--- src/isr_defines.vh ---
// named constants of the two-wire slave register port
// assumed: included by bare name from each design file
`ifndef ISR_DEFINES_VH
`define ISR_DEFINES_VH

// fixed upper nibble of the seven-bit device address
`define ISR_DEV_HI      4'h4
// bit count of one serial word and index of its last bit
`define ISR_WORD_BITS   4'h8
`define ISR_LAST_BIT    4'h7
`define ISR_CNT_ZERO    4'h0
`define ISR_CNT_ONE     4'h1
// register space: sixteen bytes, upper pointer nibble must be zero
`define ISR_PTR_HI_OK   4'h0
`define ISR_PTR_RST     8'h00
`define ISR_PTR_ONE     8'h01
`define ISR_BYTE_ZERO   8'h00
`define ISR_STRAP_RST   3'h0
`define ISR_REG_AW      4
`define ISR_REG_DEPTH   16

`endif

--- src/isr_port.v ---
// two-wire serial slave port giving a host master byte access to
// sixteen single-byte registers
// assumed: serial clock and data arrive from pins and are synchronised
// here; I_ADR_STRAP is the measured strap code, stable at start-up;
// the data pin is open drain, pulled up outside
`timescale 1ns/1ps
`include "isr_defines.vh"

module isr_port (
   // clock and reset
   input  wire       I_CLK,
   input  wire       I_NRST,
   // serial bus pins
   input  wire       I_SCL,
   input  wire       I_SDA,
   output wire       O_SDA,
   output wire       O_SDA_OE,
   // configuration
   input  wire [2:0] I_ADR_STRAP,
   input  wire       I_SW_MODE,
   // register write notice to the device
   output reg        O_WR_STB,
   output reg  [3:0] O_WR_ADDR,
   output reg  [7:0] O_WR_DATA,
   // register read notice to the device
   output reg        O_RD_STB,
   output reg  [3:0] O_RD_ADDR
);

   // one-hot states
   localparam [9:0] ST_IDLE = 10'h001;
   localparam [9:0] ST_ADDR = 10'h002;
   localparam [9:0] ST_AACK = 10'h004;
   localparam [9:0] ST_REG  = 10'h008;
   localparam [9:0] ST_RACK = 10'h010;
   localparam [9:0] ST_WDAT = 10'h020;
   localparam [9:0] ST_WACK = 10'h040;
   localparam [9:0] ST_TX   = 10'h080;
   localparam [9:0] ST_MACK = 10'h100;
   localparam [9:0] ST_SKIP = 10'h200;

   reg  [2:0] scl_q;
   reg  [2:0] sda_q;
   reg  [1:0] mode_q;
   reg  [2:0] strap_q;
   reg        strap_done_q;
   reg  [9:0] state_q;
   reg  [3:0] cnt_q;
   reg  [7:0] shift_q;
   reg  [7:0] tx_q;
   reg  [7:0] ptr_q;
   reg        rw_q;
   reg        oe_q;
   reg        nack_q;
   reg        mem_we_q;
   wire [7:0] rd_data;
   wire       scl_rise;
   wire       scl_fall;
   wire       start_det;
   wire       stop_det;
   wire       addr_match;
   wire       ptr_valid;
   wire [7:0] ptr_inc;

   // pin synchronisers; stage zero feeds only stage one
   always @(posedge I_CLK or negedge I_NRST) begin
      if (!I_NRST) begin
         scl_q  <= 3'h7;
         sda_q  <= 3'h7;
         mode_q <= 2'h0;
      end else begin
         scl_q  <= {scl_q[1:0], I_SCL};
         sda_q  <= {sda_q[1:0], I_SDA};
         mode_q <= {mode_q[0], I_SW_MODE};
      end
   end

   // bus events from synchronised stages one and two
   assign scl_rise  = scl_q[1] & ~scl_q[2];
   assign scl_fall  = ~scl_q[1] & scl_q[2];
   assign start_det = scl_q[1] & scl_q[2] & ~sda_q[1] & sda_q[2];
   assign stop_det  = scl_q[1] & scl_q[2] & sda_q[1] & ~sda_q[2];

   // address compare: fixed nibble plus strap bits, direction excluded
   assign addr_match = (shift_q[7:4] == `ISR_DEV_HI) &&
                       (shift_q[3:1] == strap_q);
   assign ptr_valid  = (ptr_q[7:4] == `ISR_PTR_HI_OK);
   assign ptr_inc    = ptr_q + `ISR_PTR_ONE;

   // strap code caught once after reset release
   always @(posedge I_CLK or negedge I_NRST) begin
      if (!I_NRST) begin
         strap_q      <= `ISR_STRAP_RST;
         strap_done_q <= 1'b0;
      end else if (!strap_done_q) begin
         strap_q      <= I_ADR_STRAP;
         strap_done_q <= 1'b1;
      end
   end

   // open drain: only ever pull low
   assign O_SDA    = 1'b0;
   assign O_SDA_OE = oe_q;

   // register store
   isr_regmem u_mem (
      .i_clk     (I_CLK),
      .i_nrst    (I_NRST),
      .i_wr_en   (mem_we_q),
      .i_wr_addr (O_WR_ADDR),
      .i_wr_data (O_WR_DATA),
      .i_rd_addr (ptr_q[3:0]),
      .o_rd_data (rd_data)
   );

   // protocol engine
   always @(posedge I_CLK or negedge I_NRST) begin
      if (!I_NRST) begin
         state_q   <= ST_IDLE;
         cnt_q     <= `ISR_CNT_ZERO;
         shift_q   <= `ISR_BYTE_ZERO;
         tx_q      <= `ISR_BYTE_ZERO;
         ptr_q     <= `ISR_PTR_RST;
         rw_q      <= 1'b0;
         oe_q      <= 1'b0;
         nack_q    <= 1'b0;
         mem_we_q  <= 1'b0;
         O_WR_STB  <= 1'b0;
         O_WR_ADDR <= 4'h0;
         O_WR_DATA <= `ISR_BYTE_ZERO;
         O_RD_STB  <= 1'b0;
         O_RD_ADDR <= 4'h0;
      end else begin
         mem_we_q <= 1'b0;
         O_WR_STB <= 1'b0;
         O_RD_STB <= 1'b0;
         if (!mode_q[1] || !strap_done_q) begin
            state_q <= ST_IDLE;
            oe_q    <= 1'b0;
         end else if (stop_det) begin
            state_q <= ST_IDLE;
            oe_q    <= 1'b0;
         end else if (start_det) begin
            state_q <= ST_ADDR;
            cnt_q   <= `ISR_CNT_ZERO;
            oe_q    <= 1'b0;
         end else begin
            case (state_q)
               // receive a word, msb first
               ST_ADDR, ST_REG, ST_WDAT: begin
                  if (scl_rise) begin
                     shift_q <= {shift_q[6:0], sda_q[1]};
                     cnt_q   <= cnt_q + `ISR_CNT_ONE;
                  end else if (scl_fall && cnt_q == `ISR_WORD_BITS) begin
                     cnt_q <= `ISR_CNT_ZERO;
                     if (state_q == ST_ADDR) begin
                        rw_q <= shift_q[0];
                        if (addr_match) begin
                           state_q <= ST_AACK;
                           oe_q    <= 1'b1;
                        end else begin
                           state_q <= ST_SKIP;
                        end
                     end else if (state_q == ST_REG) begin
                        ptr_q   <= shift_q;
                        state_q <= ST_RACK;
                        oe_q    <= 1'b1;
                     end else begin
                        state_q <= ST_WACK;
                        oe_q    <= 1'b1;
                        if (ptr_valid) begin
                           mem_we_q  <= 1'b1;
                           O_WR_STB  <= 1'b1;
                           O_WR_ADDR <= ptr_q[3:0];
                           O_WR_DATA <= shift_q;
                        end
                     end
                  end
               end
               // address acknowledge ends on the falling clock
               ST_AACK: begin
                  if (scl_fall) begin
                     if (rw_q) begin
                        state_q   <= ST_TX;
                        tx_q      <= ptr_valid ? rd_data :
                                     `ISR_BYTE_ZERO;
                        // out of range sends zeros, so bit 7 pulls low
                        oe_q      <= ~(ptr_valid & rd_data[7]);
                        O_RD_STB  <= ptr_valid;
                        O_RD_ADDR <= ptr_q[3:0];
                     end else begin
                        state_q <= ST_REG;
                        oe_q    <= 1'b0;
                     end
                  end
               end
               // register word acknowledge
               ST_RACK: begin
                  if (scl_fall) begin
                     state_q <= ST_WDAT;
                     oe_q    <= 1'b0;
                  end
               end
               // write byte acknowledge, then advance pointer
               ST_WACK: begin
                  if (scl_fall) begin
                     state_q <= ST_WDAT;
                     oe_q    <= 1'b0;
                     ptr_q   <= ptr_inc;
                  end
               end
               // send byte msb first, shifting on the falling clock
               ST_TX: begin
                  if (scl_fall) begin
                     if (cnt_q == `ISR_LAST_BIT) begin
                        state_q <= ST_MACK;
                        oe_q    <= 1'b0;
                        cnt_q   <= `ISR_CNT_ZERO;
                     end else begin
                        tx_q  <= {tx_q[6:0], 1'b0};
                        oe_q  <= ~tx_q[6];
                        cnt_q <= cnt_q + `ISR_CNT_ONE;
                     end
                  end
               end
               // master acknowledge slot of a read byte; the pointer
               // moves on the rise so the store holds the next byte
               // well before the fall that launches its first bit
               ST_MACK: begin
                  if (scl_rise) begin
                     nack_q <= sda_q[1];
                     ptr_q  <= ptr_inc;
                  end else if (scl_fall) begin
                     if (nack_q) begin
                        state_q <= ST_SKIP;
                     end else begin
                        state_q <= ST_TX;
                        tx_q    <= ptr_valid ? rd_data : `ISR_BYTE_ZERO;
                        oe_q    <= ~(ptr_valid & rd_data[7]);
                     end
                  end
               end
               // released bus, wait for start or stop
               ST_SKIP: begin
                  oe_q <= 1'b0;
               end
               ST_IDLE: begin
                  oe_q <= 1'b0;
               end
               default: begin
                  state_q <= ST_IDLE;
                  oe_q    <= 1'b0;
               end
            endcase
         end
      end
   end

endmodule

--- src/isr_regmem.v ---
// sixteen single-byte register store, one write and one read port
// assumed: write and read ports on the same clock, no reset on contents
`timescale 1ns/1ps
`include "isr_defines.vh"

module isr_regmem (
   // clock and reset
   input  wire                      i_clk,
   input  wire                      i_nrst,
   // write port
   input  wire                      i_wr_en,
   input  wire [`ISR_REG_AW-1:0]    i_wr_addr,
   input  wire [7:0]                i_wr_data,
   // read port, data one cycle after address
   input  wire [`ISR_REG_AW-1:0]    i_rd_addr,
   output reg  [7:0]                o_rd_data
);

   reg [7:0] mem_q [0:`ISR_REG_DEPTH-1];

   // storage write
   always @(posedge i_clk) begin
      if (i_wr_en) begin
         mem_q[i_wr_addr] <= i_wr_data;
      end
   end

   // registered read data
   always @(posedge i_clk or negedge i_nrst) begin
      if (!i_nrst) begin
         o_rd_data <= `ISR_BYTE_ZERO;
      end else begin
         o_rd_data <= mem_q[i_rd_addr];
      end
   end

endmodule

--- config.mk ---
export PLATFORM = sky130hd
export DESIGN_NAME = isr_port
export DESIGN_NICKNAME = d
export VERILOG_FILES = /design/src/isr_port.v /design/src/isr_regmem.v
export VERILOG_INCLUDE_DIRS = /design/src
export SDC_FILE = /design/constraint.sdc
export NUM_CORES = 1
export LEC_CHECK = 0
export ABC_AREA = 1
export BUFFER_PORTS_ARGS = -buffer_cell sky130_fd_sc_hd__buf_4
export CAP_MARGIN = 25
export CORE_UTILIZATION = 50
export DETAILED_ROUTE_END_ITERATION = 7
export PLACE_DENSITY = 0.66
export SYNTH_ARGS = -nofsm -noshare
export SYNTH_HDL_FRONTEND = slang
export SYNTH_SLANG_ARGS = --single-unit
export TNS_END_PERCENT = 20
--- constraint.sdc ---
create_clock -name I_CLK -period 4.3 [get_ports I_CLK]
set_input_delay 0 -clock I_CLK [delete_from_list [all_inputs] [get_ports I_CLK]]
set_output_delay 0 -clock I_CLK [all_outputs]
set_load 0.005 [all_outputs]
# Word-level counts from Yosys, hierarchy flattened
# Memory sizes are Yosys's and may differ from the RTL's. A register that Yosys moved wholly into a read port is not among the register bits.
# Index checks and enable logic that the tools add are counted.
[word_totals] mem_bits_rw=128 input_bits=8 regBits=70 memories=1 output_inout_bits=20
[classes] eq_ne=40 bitwise_logic=20 add_sub_neg=2 muxes=72 reduce_logical=23
[mem_list] memory="u_mem.mem_q" words=16 word_bits=8 rd=1 rd_ports_with_merged_regs=1 write_ports=1 line_no="isr_regmem.v:19" rtl="reg [7:0] mem_q [0:`ISR_REG_DEPTH-1];"
[op_table] cell="$mux 10" count=14
[op_table] cell="$mux 7" count=9
[op_table] cell="$pmux 10 s6" count=1
[op_table] cell="$mux 8" count=7
[op_table] cell="$ne 5x5->1 const B" count=8
[op_table] cell="$mux 1" count=32
[op_table] cell="$reduce_and 9->1" count=3
[op_table] cell="$ne 2x2->1 const B" count=13
[op_table] cell="$pmux 8 s3" count=1
[op_table] cell="$pmux 7 s3" count=1
[op_table] cell="$mux 4" count=5
[op_table] cell="$reduce_and 5->1" count=3
[op_table] cell="$not 1->1" count=12
[op_table] cell="$reduce_and 11->1" count=1
[op_table] cell="$eq 10x1->1 const B" count=1
[op_table] cell="$eq 10x10->1 const B" count=1
[op_table] cell="$eq 10x2->1 const B" count=1
[op_table] cell="$eq 10x3->1 const B" count=1
[op_table] cell="$eq 10x4->1 const B" count=1
[op_table] cell="$eq 10x5->1 const B" count=1
[op_table] cell="$eq 10x6->1 const B" count=1
[op_table] cell="$eq 10x7->1 const B" count=1
[op_table] cell="$eq 10x8->1 const B" count=1
[op_table] cell="$eq 10x9->1 const B" count=1
[op_table] cell="other kinds (23)" count=37

# Depth between registers and ports, before layout
# Gate-level depths: netlist of the first run.
[depth] ltp_word=10 ltp_mapped=14

# Modules after synthesis
# A second synthesis of the first run with hierarchy kept.
[hier_totals] hier_cells=1043 area_unflattened_um2=9659.3
[modules_own_cells] mod="isr_regmem" cells_each=551 area_each_um2=5813.1 instances=1
[modules_own_cells] mod="isr_port" cells_each=492 area_each_um2=3846.2 instances=1

# Worst setup path before layout of the first run
# Ideal clock, no wire load.
[synth_path] path_kind="register to register" from="register scl_q[1]" to="register state_q[2]" n_path_buf=1 arrival_time_ns=1.696 synth_period_minus_slack_ns=1.813 setup_slack_ns=2.487 path_stages_with_launch=13 setup_time_ns=0.117 cell_sequence="dfstp_2 > nand2_2 > nor3_4 > inv_2 > nand2_1 > nor2_1 > inv_1 > nor2_1 > nor2_2 > nand3_2 > buf_6 > nand2_1 > o21ai_2"
[synth_between] elab_chain_len=6 word_cells_on_any_way=22 cone_classes="eq/ne: 9; mux: 3; bitwise: 8; reduce/logical: 2"
[synth_lines] element="from (decl)" line_no="isr_port.v:42" rtl="reg [2:0] scl_q;"
[synth_lines] element="from (signal assigned)" line_no="isr_port.v:72" rtl="scl_q <= {scl_q[1:0], I_SCL};"
[synth_lines] element="parallel branches: the longest is 6 deep, another holds $reduce_and 9->1"
[synth_lines] element="to (signal assigned)" line_no="isr_port.v:138" rtl="state_q <= ST_IDLE;"
[synth_lines] element="to (signal assigned)" line_no="isr_port.v:141" rtl="state_q <= ST_IDLE;"
[synth_lines] element="to (signal assigned)" line_no="isr_port.v:144" rtl="state_q <= ST_ADDR;"
[synth_lines] element="to (decl)" line_no="isr_port.v:47" rtl="reg [9:0] state_q;"
# Parallel ways; which one is timed is not known.
# A chain may end at the register's enable or synchronous reset.

# Final worst setup path of the first run
[layout_path] from="register scl_q[2]" to="register O_WR_ADDR[2]"
[layout_between] elab_chain_len=5 word_cells_on_any_way=13 cone_classes="bitwise: 11; reduce/logical: 2"
[layout_lines] element="$and 1x1->1" line_no="isr_port.v:81, isr_port.v:82"
[layout_lines] element="$and 1x1->1 (on tied branches) (2 in series)" line_no="isr_port.v:82, isr_port.v:81"
[layout_lines] element="$not 1->1 (no source line)"
[layout_lines] element="$reduce_and 9->1 (no source line) *"
[layout_lines] element="to (signal assigned)" line_no="isr_port.v:174" rtl="O_WR_ADDR <= ptr_q[3:0];"
[layout_lines] element="to (decl)" line_no="isr_port.v:23" rtl="output reg [3:0] O_WR_ADDR,"
# Mark *: on every way between the ends. The rest lies on a longest branch, timed or not.

==> results of run 1 <==
==> per-layer routing <==
metal | wire length (µm) | share of wire, % | up-vias | GRT usage [%]
li1 | - | - | 3103 | -
met1 | 9530 | 46 | 3100 | 34.0
met2 | 9400 | 45 | 224 | 36.1
met3 | 1240 | 6.0 | 44 | 3.43
met4 | 588 | 2.8 | 0 | 8.15
met5 | 0 | 0 | - | 0
==> sequential cells by signal, indices dropped and copies added, names as in the netlist <==
signal,count
u_mem.mem_q,128
state_q,10
O_WR_DATA,8
ptr_q,8
shift_q,8
u_mem.o_rd_data,8
tx_q,7
O_RD_ADDR,4
O_WR_ADDR,4
cnt_q,4
scl_q,3
sda_q,3
strap_q,3
mode_q,2
O_RD_STB,1
O_SDA_OE,1
mem_we_q,1
nack_q,1
rw_q,1
strap_done_q,1
==> what timing repair did <==
item / 4_1_cts / 5_1_grt
hold buffers: 7 / 1
endpoints found under the hold margin: 77 / 6
setup endpoints to repair: 0 / 0
==> kinds of logic after synthesis <==
logic type | Yosys count | share of synthesized area [%]
compound gates | 179 | 11.1
xor+xnor | 5 | 0.487
fa+ha+maj | 3 | 0.417
buf+inv | 109 | 4.78
flops | 206 | 64.5
mux | 1 | 0.125
other cells | 2 | 0.0834
simple gates | 388 | 18.5
==> worst max-delay path: cells and delay by family (launching register included) <==
kind | cells | cell delay, ns
and+or+nand+nor | 4 | 1.32
DFF | 1 | 0.53
buffers and inverters | 1 | 0.05
AOI/OAI and AO/OA | 1 | 0.42
==> through the flow <==
| step | setup WS, ns | total power, W | area (µm²) |
|---|---|---|---|
| after floorplan | 2.49 | 0.00295 | 9000 |
| after global placement | 1.91 | 0.00318 | 9350 |
| after detailed placement | 1.86 | 0.00320 | 9370 |
| after CTS | 1.85 | 0.00499 | 10100 |
| after global routing | 1.58 | 0.00519 | 10200 |
| final | 1.87 | 0.00496 | 10200 |
==> power by group <==
| group | total, W | switching, W | internal (W) | leakage [nW] |
|---|---|---|---|---|
| clock network | 0.00179 | 0.000769 | 0.00102 | 0.332 |
| logic | 0.000937 | 0.000653 | 0.000284 | 1.68 |
| registers | 0.00224 | 0.0000634 | 0.00218 | 2.25 |
==> worst paths after layout <==
| path | end | slack, ns | depth (start not counted) |
|---|---|---|---|
| max | O_WR_ADDR[2]$_DFFE_PN0P_ | 1.87 | 6 |
| min | mode_q[0]$_DFF_PN0_ | 0.14 | 2 |
| max reg2reg | O_WR_ADDR[2]$_DFFE_PN0P_ | 1.87 | 6 |
| min reg2reg | scl_q[1]$_DFF_PN1_ | 0.36 | 0 |
| max in group asynchronous | state_q[0]$_DFFE_PN1P_ | 3.29 | 4 |
| min in group asynchronous | tx_q[2]$_DFFE_PN0P_ | 0.39 | 3 |
==> placed cells by master (no fill, tap or decap), types with 3 or more instances in the layout <==
master,Yosys,layout
o211ai_1,4,4
o21ai_1,6,6
dfstp_2,7,7
dfrtp_1,71,70
nor2_2,7,7
clkinv_2,0,4
nand4_1,7,7
nand2_2,8,8
dlygate4sd3_1,0,8
buf_4,1,28
o22ai_1,22,22
nor3_1,4,4
or2_2,3,3
nand3_1,43,43
a21oi_1,7,7
nor2_1,126,126
nand3_2,3,3
inv_1,72,71
o21ai_0,122,122
clkbuf_16,0,22
clkbuf_1,26,7
o21ai_2,3,3
nand2_4,3,3
edfxtp_1,128,128
ha_1,3,3
o221ai_1,12,12
clkinv_1,2,3
nand2_1,177,177
inv_2,3,4
xor2_1,5,5
==> final cells by class <==
| type | instances | area, µm² |
|---|---|---|
| fill | 1492 | 7230 |
| clock buffer | 29 | 577 |
| timing repair buffer | 39 | 365 |
| inverter | 77 | 289 |
| tap | 225 | 282 |
| sequential | 206 | 5810 |
| multi-input combinational | 578 | 2770 |
| clock inverter | 11 | 104 |
==> results.json, run 1 <==
{
  "yosys-top-cells-area": "edfxtp_1 (43%), dfrtp_1 (20%), nand2_1 (7.4%)",
  "cts_buffer_depth": 3,
  "routed_wl_um": 20800,
  "grt_pass1_vias": 6205,
  "n_antenna_cell": 0,
  "grt_start_max_net_pins": 79,
  "postCtsSetupBuffers": 0,
  "clock-root-buffer": "clkbuf_16",
  "grt_pass1_wl_um": 33200,
  "grt_setup_unrepaired": "false",
  "cts.sinks": 206,
  "ys_types": 41,
  "dr.first_iter.drc_count": 557,
  "final_util_pct": 58.5,
  "synth.yosys.seq_area_share_pct": 64.5,
  "die-area_um2": 18500,
  "wl_per_cell_um": 17.8,
  "holdWs_ns": 0.144,
  "leakagePower_nw": 4.27,
  "netlist.area_leader.share_pct": 42.7,
  "start_kind": "flop",
  "power.density_nw_per_um2": 487,
  "worstSetupPathType": "reg2reg",
  "synth_edf_count": 128,
  "slowest_stage": "nand3_1",
  "synth.most_common_cell": "nand2_1",
  "path_common_cell": "nor2_1",
  "vias_per_cell": 5.55,
  "finalWorstPathRequiredPeriod_ns": 2.43,
  "max_cap_viol_count": 0,
  "finalSetupViolations": 0,
  "ys.warnings.count": 0,
  "initial_core_util_pct": 51.7,
  "syn_area_per_cell_um2": 10.1,
  "gp_congestion": 0.947,
  "cts-buffers-inserted": 22,
  "antenna_found_initial": 0,
  "syn_inst": 893,
  "drive_gt1_share_pct": 11.3,
  "synth_top_cell_by_area": "edfxtp_1",
  "cp_data_required_time_ns": 4.70,
  "synthFlopType": "edfxtp_1",
  "cts_resized": 0,
  "synth_common_cells": "nand2_1 (177), edfxtp_1 (128), nor2_1 (126)",
  "gr-total-overflow": 0,
  "fin_cells": 1165,
  "ys_async_sr_fraction_pct": 37.9,
  "cpPeakStageDelay_ns": 0.60,
  "worstHoldPathType": "in2reg",
  "ant_nets": 0,
  "ir_worst_vdd_mv": 0.354,
  "syn_nets": 904,
  "fin_setup_tns_ns": 0,
  "cts_tree": "built",
  "skew_ns": 0.0116,
  "clk_pin_slew_worst_paths_ns": 0.06,
  "critPathArrivalTime_ns": 2.83,
  "clock.fmax_mhz": 411,
  "hold_viol_final": 0,
  "tightestPinTransition_ns": 1.00,
  "cp_max_fo": 25,
  "end_kind": "flop",
  "ios": 28,
  "maxSlewViolCount": 0,
  "dp_hpwl_um": 13300,
  "drc": 0,
  "fin_nets": 935,
  "crit_path_start": "scl_q[2]$_DFF_PN1_",
  "clk_latency_ns": 0.51,
  "vias": 6471,
  "fin_crit_sh_pct": 56.5,
  "area_delta_synth_final_pct": 13.2,
  "min_from": "I_SW_MODE",
  "row_count": 48,
  "dp_cells": 1115,
  "crit_chain": "inv_1, nor2_1, nand4_1, nor2_1, nand3_1, o21ai_0",
  "portBuffers": 26,
  "synth_seq_cells": 206,
  "die_y_um": 136,
  "grt_usage_pct": 23.4,
  "r2r-start": "scl_q[2]$_DFF_PN1_",
  "slew_headroom_pct": 32.9,
  "netlist_area_um2": 9000,
  "core_um2": 17400,
  "htreeDepth": 1,
  "drt_pre_antenna_iters": 5,
  "status": "finished clean",
  "die_x_um": 136
}
Note: power is estimated with default switching activity, not from simulation.
==> run 2, diff against run 1 <==
==> constraint.sdc (replaced) <==
create_clock -name I_CLK -period 2.4 [get_ports I_CLK]
set_input_delay 0 -clock I_CLK [delete_from_list [all_inputs] [get_ports I_CLK]]
set_output_delay 0 -clock I_CLK [all_outputs]
set_load 0.005 [all_outputs]
==> run 2 against run 1 <==
Against the previous run: global-route usage rose by 0.33 points; hold slack lost 0.047 ns; clock skew down 0.0044 ns; sequential power rose by 79%; register-to-register slack worse by 1.6 ns; maximum frequency increased by 14%; first-iteration DRC count rose by 11%; critical endpoint is now state_q[2]$_DFFE_PN0P_; largest cell class unchanged; highest routed layer unchanged.
==> results.json, run 2 (synthesis gave the netlist of run 1 again) <==
{
  "slowest_stage": "dfstp_2",
  "cpPeakStageDelay_ns": 0.53,
  "p_sw_w": 0.00260,
  "rr_endpoint": "state_q[2]$_DFFE_PN0P_",
  "die-area_um2": 18500,
  "grt_pass1_wl_um": 33000,
  "clock.fmax_mhz": 467,
  "holdWs_ns": 0.0970,
  "placed_area_um2": 9570,
  "vias_per_cell": 5.43,
  "die_x_um": 136,
  "pwr-share-clk_pct": 34.6,
  "n_antenna_cell": 0,
  "die_y_um": 136,
  "ff2ff_path_depth": 9,
  "final_common_cell": "nand2_1",
  "skew_ns": 0.00722,
  "final.setup.worst_slack_ns": 0.260,
  "cp_data_required_time_ns": 2.78,
  "row_count": 48,
  "clock-root-buffer": "clkbuf_16",
  "internal_power_w": 0.00617,
  "largest_reg_flops": 128,
  "cp_max_fo": 13,
  "layout_common_cells": "nand2_1 (177), edfxtp_1 (128), nor2_1 (126)",
  "grt_start_max_net_pins": 54,
  "cp_num_buf_inv": 1,
  "r2r_slack_ns": 0.26,
  "gp_congestion": 0.894,
  "core_um2": 17400,
  "fin_setup_tns_ns": 0,
  "drive_gt1_share_pct": 13.3,
  "initial_core_util_pct": 51.7,
  "htreeDepth": 1,
  "path_delay_family": "simple AND/OR/NAND/NOR gates",
  "portBuffers": 26,
  "dr.first_iter.drc_count": 617,
  "start_kind": "flop",
  "worstSetupPathType": "reg2reg",
  "r2r-start": "scl_q[2]$_DFF_PN1_",
  "power.density_nw_per_um2": 853,
  "cts_tree": "built",
  "routed_wl_um": 21200,
  "dp_hpwl_um": 14100,
  "wl_per_cell_um": 17.9,
  "cts-buffers-inserted": 21,
  "path_common_cell": "nand2_2",
  "area_delta_synth_final_pct": 14.3,
  "fin_nets": 956,
  "grt_pass1_vias": 6065,
  "swShare_pct": 29.7,
  "finalSetupViolations": 0,
  "vias": 6434,
  "ios": 28,
  "max_cap_viol_count": 0,
  "cts.sinks": 206,
  "leakagePower_nw": 4.37,
  "slew_headroom_pct": 51.5,
  "critPathArrivalTime_ns": 2.52,
  "finalWorstPathRequiredPeriod_ns": 2.14,
  "dpl_worst_slack_ns": 0.293,
  "top_regs": "u_mem.mem_q: 128 flops, state_q: 10 flops",
  "grt_setup_unrepaired": "false",
  "drc": 0,
  "power_frac_comb_pct": 19.6,
  "status": "finished clean",
  "share_seq_of_total_power_pct": 45.8,
  "drt_pre_antenna_iters": 5,
  "largest-register": "u_mem.mem_q",
  "tightestPinTransition_ns": 0.727,
  "worstHoldPathType": "in2async",
  "grt_usage_pct": 23.8,
  "clk_pin_slew_worst_paths_ns": 0.06,
  "maxSlewViolCount": 0,
  "hold_viol_final": 0,
  "gr-total-overflow": 0,
  "crit_chain": "inv_1, nor2_1, nand4_1, nand2_2, nand2_2, nand2_4, nand3_2, nand2_1, o21ai_2",
  "cts_buffer_depth": 3,
  "ant_nets": 0,
  "antenna_found_initial": 0,
  "stdcell_area_um2": 10300,
  "clk_latency_ns": 0.50,
  "cts_resized": 0,
  "fin_crit_sh_pct": 89.2,
  "power_w": 0.00877,
  "end_kind": "flop",
  "ir_worst_vdd_mv": 0.668
}
-- run 2: through the flow --
step	util [%]	cells
3_5_place_dp	55.0	1140
3_3_place_gp	55.0	1140
6_report	59.1	1185
5_1_grt	59.1	1185
4_1_cts	59.1	1185
2_1_floorplan	-	893
-- run 2: worst register-to-register path, delay by kind of cell (launching register included) --
family,cells,cell delay [ns]
simple gates,7,1.41
flops,1,0.53
compound gates,1,0.06
buf+inv,1,0.05
-- run 2: worst max path at each step --
stage,start,to,slack (ns),depth (start not counted)
3_5_place_dp,scl_q[1]$_DFF_PN1_,state_q[6]$_DFFE_PN0P_,0.29,11
3_3_place_gp,scl_q[2]$_DFF_PN1_,state_q[2]$_DFFE_PN0P_,0.30,9
2_1_floorplan,scl_q[1]$_DFF_PN1_,state_q[2]$_DFFE_PN0P_,0.59,12
6_report,scl_q[2]$_DFF_PN1_,state_q[2]$_DFFE_PN0P_,0.26,9
5_1_grt,state_q[8]$_DFFE_PN0P_,state_q[6]$_DFFE_PN0P_,0.08,12
4_1_cts,scl_q[2]$_DFF_PN1_,state_q[2]$_DFFE_PN0P_,0.28,9
-- run 2: routing by layer --
metal  track usage [%]  wire length, µm
met1              33.2             9480
met2              38.6            10200
met3              3.62             1010
met4              6.98              505
met5                 0                0
-- run 2: area by class of cell --
type / instances / area [µm²]
sequential: 206 / 5810
fill: 1491 / 7130
inverter: 77 / 289
multi-input combinational: 578 / 2770
tap: 225 / 282
timing repair buffer: 61 / 500
clock inverter: 6 / 36.3
clock buffer: 32 / 607
-- run 2: repair_timing --
item                      in CTS  in global routing
hold buffers                   7                  0
hold endpoints to repair      58                  0
buffers inserted               0                  0
-- run 2: power by group through the flow --
stage               sequential [W]  clock [W]  combinational, W
finish                     0.00401    0.00304           0.00172
global placement           0.00408          0           0.00172
CTS                        0.00401    0.00309           0.00172
global route               0.00403    0.00321           0.00193
detailed placement         0.00408          0           0.00171
floorplan                  0.00405          0           0.00123
